## src/logic/acc_pkg.sv

```systemverilog
package acc_pkg;

  // ------------------------------------------------------------
  // Register map
  // ------------------------------------------------------------
  localparam logic [7:0] CONV_CONTROL_ADDR = 8'h1F;
  localparam logic [7:0] PIN_FUNC_CONFIG_ADDR = 8'h9F;
  localparam logic [7:0] CONV_RESULT_ADDR = 8'h1E;
  localparam logic [7:0] COMPLETE_FLAG_ADDR = 8'h0C;
  localparam logic [7:0] CONV_CONTROL_RESET = 8'h00;
  localparam logic [2:0] PIN_FUNC_RESET = 3'h0;

  // ------------------------------------------------------------
  // Field positions
  // ------------------------------------------------------------
  localparam int CLK_SEL_HI = 7;
  localparam int CLK_SEL_LO = 6;
  localparam int CHAN_HI = 5;
  localparam int CHAN_LO = 3;
  localparam int GO_BIT = 2;
  localparam int POWER_BIT = 0;
  localparam int FLAG_BIT = 6;

  // ------------------------------------------------------------
  // Encodings
  // ------------------------------------------------------------
  localparam logic [1:0] CLK_DIV2 = 2'h0;
  localparam logic [1:0] CLK_DIV8 = 2'h1;
  localparam logic [1:0] CLK_DIV32 = 2'h2;
  localparam logic [1:0] CLK_RC = 2'h3;
  localparam logic [2:0] MAX_CHANNEL = 3'h4;

  // ------------------------------------------------------------
  // Timing: oscillator periods per bit period, in half periods
  // ------------------------------------------------------------
  localparam logic [5:0] HALF_DIV2 = 6'h01;
  localparam logic [5:0] HALF_DIV8 = 6'h04;
  localparam logic [5:0] HALF_DIV32 = 6'h10;
  localparam int RESULT_BITS = 8;
  // Conversion takes 9.5 bit periods, counted as 19 half periods.
  localparam logic [4:0] CONV_HALF_PERIODS = 5'h13;

  typedef enum logic [2:0] {
    ACC_IDLE = 3'b001,
    ACC_CONV = 3'b010,
    ACC_DONE = 3'b100
  } acc_state_t;

endpackage

```

## src/logic/acc_adc_control.sv

```systemverilog
// The implementer's own choice: the address-and-strobe port.
`timescale 1ns/1ps
`default_nettype none

// What this block does
// - Converts the selected input's sampled level into an 8-bit unsigned code.
// - Successive approximation on the held sample, one bit per bit period.
// - Software selects the positive reference: supply or reference pin.
// - Reset restores control registers, powers off, aborts any conversion.
// - Clock field bits 7-6: div2, div8, div32, internal RC.
// - Channel field bits 5-3 routes inputs 0 to 4 to sample-and-hold.
// - Writing go bit while powered starts conversion; reads one while busy.
// - Hardware clears the go bit when conversion finishes.
// - Pin code 000 all analog supply ref; 001 reference pin as ref.
// - Codes 100 and 101 make inputs 2 and 4 digital.
// - Completion loads result, sets flag, clears go bit together.
// - Result register is not initialised by reset.
// - A conversion takes nine and a half bit periods.
// - Special event trigger starts a conversion only while powered on.
module acc_adc_control (
  input wire logic clock,
  input wire logic nrst,
  input wire logic [7:0] addr,
  input wire logic [7:0] wdata,
  input wire logic wr_en,
  input wire logic rd_en,
  output logic [7:0] rdata,
  input wire logic rc_clock_tick,
  input wire logic special_event_trigger,
  input wire logic comparator_high,
  output logic [7:0] dac_code,
  output logic sample_hold,
  output logic [2:0] sample_channel,
  output logic reference_from_pin,
  output logic [4:0] analog_pin_mask,
  output logic converter_power_on,
  output logic conversion_complete_flag
);

  // ------------------------------------------------------------
  // Registers
  // ------------------------------------------------------------
  logic [1:0] clk_sel_reg, clk_sel_next;
  logic [2:0] chan_reg, chan_next;
  logic go_reg, go_next;
  logic power_reg, power_next;
  logic [2:0] pin_func_reg, pin_func_next;
  logic flag_reg, flag_next;
  logic [7:0] result_reg, result_next;
  logic [7:0] rdata_reg, rdata_next;
  acc_pkg::acc_state_t state_reg, state_next;
  logic [7:0] sar_reg, sar_next;
  logic [7:0] trial_reg, trial_next;
  logic [4:0] half_cnt_reg, half_cnt_next;
  logic [7:0] dac_reg, dac_next;
  logic half_tick;
  logic start;

  function automatic logic [4:0] pin_mask(input logic [2:0] code);
    // Bits: input 0,1,2,3,4 analog when set.
    logic [4:0] m;
    m = 5'h00;
    unique case (code)
      3'h0, 3'h2: m = 5'h1F;
      3'h1, 3'h3: m = 5'h17;
      3'h4: m = 5'h0B;
      3'h5: m = 5'h03;
      default: m = 5'h00;
    endcase
    return m;
  endfunction

  function automatic logic ref_is_pin(input logic [2:0] code);
    return code[0] && (code != 3'h7);
  endfunction

  acc_tick_gen u_tick (
    .clock(clock),
    .nrst(nrst),
    .run(state_reg == acc_pkg::ACC_CONV),
    .clock_select(clk_sel_reg),
    .rc_clock_tick(rc_clock_tick),
    .half_tick(half_tick)
  );

  // ------------------------------------------------------------
  // Register writes and start logic
  // ------------------------------------------------------------
  always_comb begin
    clk_sel_next = clk_sel_reg;
    chan_next = chan_reg;
    power_next = power_reg;
    pin_func_next = pin_func_reg;
    flag_next = flag_reg;
    go_next = go_reg;
    start = 1'b0;
    if (wr_en && addr == acc_pkg::CONV_CONTROL_ADDR) begin
      clk_sel_next = wdata[acc_pkg::CLK_SEL_HI:acc_pkg::CLK_SEL_LO];
      chan_next = wdata[acc_pkg::CHAN_HI:acc_pkg::CHAN_LO];
      power_next = wdata[acc_pkg::POWER_BIT];
      // Go is only honoured when the converter was already powered.
      if (wdata[acc_pkg::GO_BIT] && power_reg && wdata[acc_pkg::POWER_BIT]
          && !go_reg) begin
        start = 1'b1;
      end else if (!wdata[acc_pkg::GO_BIT]) begin
        go_next = 1'b0;
      end
    end
    if (wr_en && addr == acc_pkg::PIN_FUNC_CONFIG_ADDR) begin
      pin_func_next = wdata[2:0];
    end
    if (wr_en && addr == acc_pkg::COMPLETE_FLAG_ADDR) begin
      flag_next = wdata[acc_pkg::FLAG_BIT];
    end
    if (special_event_trigger && power_reg && !go_reg) begin
      start = 1'b1;
    end
    if (start) begin
      go_next = 1'b1;
    end
    if (!power_next) begin
      go_next = 1'b0;
    end
    if (state_reg == acc_pkg::ACC_DONE) begin
      go_next = 1'b0;
      flag_next = 1'b1;
    end
  end

  // ------------------------------------------------------------
  // Successive approximation sequencer
  // ------------------------------------------------------------
  always_comb begin
    state_next = state_reg;
    sar_next = sar_reg;
    trial_next = trial_reg;
    half_cnt_next = half_cnt_reg;
    dac_next = dac_reg;
    result_next = result_reg;
    unique case (state_reg)
      acc_pkg::ACC_IDLE: begin
        if (start) begin
          state_next = acc_pkg::ACC_CONV;
          sar_next = 8'h00;
          trial_next = 8'h80;
          dac_next = 8'h80;
          half_cnt_next = 5'h00;
        end
      end
      acc_pkg::ACC_CONV: begin
        if (!go_reg || !power_reg) begin
          // Abort: software cleared go or powered the converter off.
          state_next = acc_pkg::ACC_IDLE;
        end else if (half_tick) begin
          half_cnt_next = half_cnt_reg + 5'h01;
          // Decide one bit at the end of each of the first eight whole bit periods.
          if (half_cnt_reg[0] && trial_reg != 8'h00) begin
            if (comparator_high) begin
              sar_next = sar_reg | trial_reg;
            end
            trial_next = trial_reg >> 1;
            dac_next = (comparator_high ? (sar_reg | trial_reg) : sar_reg)
                       | (trial_reg >> 1);
          end
          if (half_cnt_reg + 5'h01 == acc_pkg::CONV_HALF_PERIODS) begin
            state_next = acc_pkg::ACC_DONE;
          end
        end
      end
      acc_pkg::ACC_DONE: begin
        result_next = sar_reg;
        state_next = acc_pkg::ACC_IDLE;
      end
      default: state_next = acc_pkg::ACC_IDLE;
    endcase
  end

  always_comb begin
    rdata_next = 8'h00;
    if (rd_en) begin
      unique case (addr)
        acc_pkg::CONV_CONTROL_ADDR:
          rdata_next = {clk_sel_reg, chan_reg, go_reg, 1'b0, power_reg};
        acc_pkg::PIN_FUNC_CONFIG_ADDR: rdata_next = {5'h00, pin_func_reg};
        acc_pkg::CONV_RESULT_ADDR: rdata_next = result_reg;
        acc_pkg::COMPLETE_FLAG_ADDR: rdata_next = {1'b0, flag_reg, 6'h00};
        default: rdata_next = 8'h00;
      endcase
    end
  end

  always_ff @(posedge clock or negedge nrst) begin
    if (!nrst) begin
      clk_sel_reg <= 2'h0;
      chan_reg <= 3'h0;
      go_reg <= 1'b0;
      power_reg <= 1'b0;
      pin_func_reg <= acc_pkg::PIN_FUNC_RESET;
      flag_reg <= 1'b0;
      rdata_reg <= 8'h00;
      state_reg <= acc_pkg::ACC_IDLE;
      sar_reg <= 8'h00;
      trial_reg <= 8'h00;
      half_cnt_reg <= 5'h00;
      dac_reg <= 8'h00;
    end else begin
      clk_sel_reg <= clk_sel_next;
      chan_reg <= chan_next;
      go_reg <= go_next;
      power_reg <= power_next;
      pin_func_reg <= pin_func_next;
      flag_reg <= flag_next;
      rdata_reg <= rdata_next;
      state_reg <= state_next;
      sar_reg <= sar_next;
      trial_reg <= trial_next;
      half_cnt_reg <= half_cnt_next;
      dac_reg <= dac_next;
    end
  end

  // The result keeps its contents through reset on purpose.
  always_ff @(posedge clock) begin
    result_reg <= result_next;
  end

  // ------------------------------------------------------------
  // Outputs
  // ------------------------------------------------------------
  assign rdata = rdata_reg;
  assign dac_code = dac_reg;
  assign sample_hold = (state_reg == acc_pkg::ACC_CONV);
  assign sample_channel = (chan_reg > acc_pkg::MAX_CHANNEL) ? 3'h0 : chan_reg;
  assign reference_from_pin = ref_is_pin(pin_func_reg);
  assign analog_pin_mask = pin_mask(pin_func_reg);
  assign converter_power_on = power_reg;
  assign conversion_complete_flag = flag_reg;

endmodule

`default_nettype wire

```

## src/logic/acc_tick_gen.sv

```systemverilog
`timescale 1ns/1ps
`default_nettype none

// --------------------------------------------------------------
// Half bit-period tick generator
// --------------------------------------------------------------
module acc_tick_gen (
  input wire logic clock,
  input wire logic nrst,
  input wire logic run,
  input wire logic [1:0] clock_select,
  input wire logic rc_clock_tick,
  output logic half_tick
);

  logic [5:0] count_reg;
  logic [5:0] count_next;
  logic [5:0] limit;

  always_comb begin
    unique case (clock_select)
      acc_pkg::CLK_DIV2: limit = acc_pkg::HALF_DIV2;
      acc_pkg::CLK_DIV8: limit = acc_pkg::HALF_DIV8;
      acc_pkg::CLK_DIV32: limit = acc_pkg::HALF_DIV32;
      acc_pkg::CLK_RC: limit = 6'h01;
    endcase
  end

  always_comb begin
    count_next = count_reg;
    half_tick = 1'b0;
    if (!run) begin
      count_next = 6'h00;
    end else if (clock_select == acc_pkg::CLK_RC) begin
      // The RC source delivers its own half-period ticks.
      half_tick = rc_clock_tick;
    end else if (count_reg + 6'h01 >= limit) begin
      count_next = 6'h00;
      half_tick = 1'b1;
    end else begin
      count_next = count_reg + 6'h01;
    end
  end

  always_ff @(posedge clock or negedge nrst) begin
    if (!nrst) begin
      count_reg <= 6'h00;
    end else begin
      count_reg <= count_next;
    end
  end

endmodule

`default_nettype wire

```

## config.mk

```make
export PLATFORM = sky130hd
export DESIGN_NAME = acc_adc_control
export DESIGN_NICKNAME = d
export VERILOG_FILES = /design/src/logic/acc_pkg.sv /design/src/logic/acc_adc_control.sv /design/src/logic/acc_tick_gen.sv
export SDC_FILE = /design/constraint.sdc
export NUM_CORES = 1
export LEC_CHECK = 0
export BUFFER_PORTS_ARGS = -buffer_cell sky130_fd_sc_hd__buf_4
export CAP_MARGIN = 10
export CORE_UTILIZATION = 55
export CTS_BUF_LIST = sky130_fd_sc_hd__clkbuf_8
export DETAILED_ROUTE_END_ITERATION = 8
export MAX_ROUTING_LAYER = met4
export PLACE_DENSITY = 0.78
export SYNTH_ARGS = -nofsm -noshare
export SYNTH_HDL_FRONTEND = slang
export SYNTH_SLANG_ARGS = --single-unit
```

## constraint.sdc

```tcl
create_clock -name clock -period 3.6 [get_ports clock]
set_clock_uncertainty 0.1 [all_clocks]
set_input_delay 0.54 -clock clock [delete_from_list [all_inputs] [get_ports clock]]
set_output_delay 0.54 -clock clock [all_outputs]
set_load 0.02 [all_outputs]
```

==> flow_summary.ini <==
[critical_path]
crit_family = compound AO/OA/AOI/OAI gates
cp.required_ns = 3.74
start_kind = flip-flop
crit_chain = ha_1, nand3_1, xnor2_1, ha_1, a31o_1, a21oi_1, o221ai_2, a41oi_4, buf_4, o21ai_1, o41ai_2
worstSetupPathType = flip-flop to flip-flop
cp_num_cells = 11
cp_num_buf_inv = 1
slowest_stage = dfrtp_1
end_kind = flip-flop
ff2ff_path_depth = 11
critical_path_arrival_ns = 3.06
cpPeakStageDelay_ns = 0.42
crit_top_cell = ha_1
cp_max_fo = 23

[die]
core_area_sq_um = 5675
die_area_sq_um = 6376
io_pins = 51
die_w_microns = 79.85
fp.dieH_microns = 79.85
rows = 27
initial_core_util_pct = 58.73

[finish]
antenna_cells = 0
drive_gt1_share_pct = 27.98
n_fill_cell = 422
nNetsFinal = 388
final-instance-count-excl-fill = 433
post-route-util_pct = 70.26
final_common_cell = dfrtp_1
areaGrowthSynthToFinish_pct = 19.63
mostFrequentLayoutCells = 56 x dfrtp_1, 54 x buf_4, 22 x o21ai_1, 20 x nor2_1, 18 x nand2_1

[job]
maxCapViolCount = 0

[detailed_routing]
drc = 0
drtIter0Drc = 140
dr.pass1.iters = 4
ant_nets = 0
routed_wl_microns = 6930
via_count = 2527
wl_per_cell_microns = 16.00
drt-vias-per-instance = 5.836

[logic_synthesis]
ys_warn_count = 0
synth-xor-area-share_pct = 0.5255
synthFlopType = dfrtp_1
synth_edf_count = 8
synth_cell_types = 60
synth-simple-area-share_pct = 14.94
seq_area_frac_synth_pct = 50.04
yosys-mux-area-fraction_pct = 4.580
synth_top_family_by_area = compound AO/OA/AOI/OAI gates
ys_ff_latch = 65
syn_avg_cell_area_sq_um = 10.89
synth_nets = 338
synthCells = 306
synthArstFlopShare_pct = 87.69
synth_compound_area_share_pct = 22.82
netlist_area_sq_um = 3333
synthAdderAreaFrac_pct = 3.378

[cts]
cts_root_buffer = clkbuf_8
cts_tree = yes
clk_path_buf_depth = 2
clock_latency_ns = 0.34
cts-buffers-inserted = 9
clkSinkCount = 65
post_cts_buffers = 0
cts.clk_slew.worst_paths_ns = 0.07
cts_resized = 0
postCtsHoldBufs = 0
h-tree-depth = 3

[placed_design]
dpl.cell_count = 417
portBuffers = 50
routabilityCongestion = 0.9465
hpwl_microns = 4879

[run_status]
status = completed

[global_route]
grt_pass1_vias = 2384
antenna_found_initial = 0
grt_usage_pct = 24.61
grt_max_degree = 58
grt-ovfl-total = 0
grt_pass1_wl_microns = 11530

[timing]
worst_slew_pin_slew_ns = 0.7072
drv_slew = 0
period_needed_ns = 2.923
max_slew_margin_pct = 52.85
period_share_pct = 81.19
setup_viol = 0
fmax_ghz = 0.3421
hold_violations = 0
fin_setup_tns_ns = 0
rsz0062_at_grt = no

[hold_path]
hold_path.class = primary input to async pin

[power_and_ir_drop]
power_density_nw_per_um2 = 494.4
ir_drop_v = 0.0004092
power.static_leakage_nw = 1.794
finalPower_mw = 1.971
## worst paths after layout
path                                  endpoint  slack (ns)                start
setup reg to reg                    sar_reg[6]        0.68  u_tick.count_reg[0]
hold reg to reg                  result_reg[6]        0.39           sar_reg[6]
max in group asynchronous  u_tick.count_reg[1]        2.78                 nrst
min in group clock                 chan_reg[1]        0.33             wdata[4]
setup / recovery                    sar_reg[6]        0.68  u_tick.count_reg[0]
hold / removal                     chan_reg[2]        0.15                 nrst
## synth_stat cells, drive strengths merged (6+ instances only)
master,count,area share [%]
dfrtp,56,42
o21ai,30,4.6
nor2,21,2.6
o41ai,19,8.3
nand2,18,2.0
a21oi,16,2.4
inv,14,1.6
nand3,13,2.0
mux2,10,3.4
and2,9,1.7
buf,9,1.5
ha,9,3.4
a22oi,8,1.8
edfxtp,8,7.2
nor2b,7,1.3
clkbuf,6,0.68
## cell families (layout without fill, tap and decap cells)
logic type      after synthesis  after routing
flops                        65             65
compound gates               95             95
xor+xnor                      2              2
simple gates                 92             92
fa+ha+maj                     9              9
mux                          14             14
buf+inv                      29             84
## layer usage
layer | track usage, % | share of wire [%] | vias up
met5 | - | 0 | -
met3 | 4.457 | 5.1 | 6
met4 | 10.18 | 1.1 | 0
met2 | 36.75 | 45 | 75
li1 | - | - | 1239
met1 | 33.23 | 49 | 1207
## cell type report
cell class              count  area [sq um]  share of cell area [%]
clock buffers               9         123.9                   3.106
clock inverters             7         95.09                   2.385
inverters                  14         52.55                   1.318
flip-flops and latches     65          1668                   41.83
repair buffers             54         405.4                   10.17
well taps                  72         90.09                   2.259
multi-input cells         212          1553                   38.94
## power by group
group	total [mW]	leakage, nW	internal (mW)	switching, mW
Sequential	0.825	0.856	0.783	0.0421
Clock	0.675	0.115	0.391	0.284
Combinational	0.471	0.824	0.158	0.314
Total	1.97	1.79	1.33	0.640
## stage by stage
| stage | setup slack [ns] | instance area (sq um) | hold slack [ns] |
|---|---|---|---|
| 3_5_place_dp | 0.6909 | 3769 | 0.3741 |
| 5_1_grt | 0.4766 | 3988 | 0.2069 |
| 2_1_floorplan | 0.7544 | 3333 | 0.1444 |
| 3_3_place_gp | 0.7975 | 3769 | 0.3602 |
| 6_report | 0.6770 | 3988 | 0.1537 |
| 4_1_cts | 0.6925 | 3988 | 0.1726 |
No activity file was read; power rests on OpenSTA's default activity.
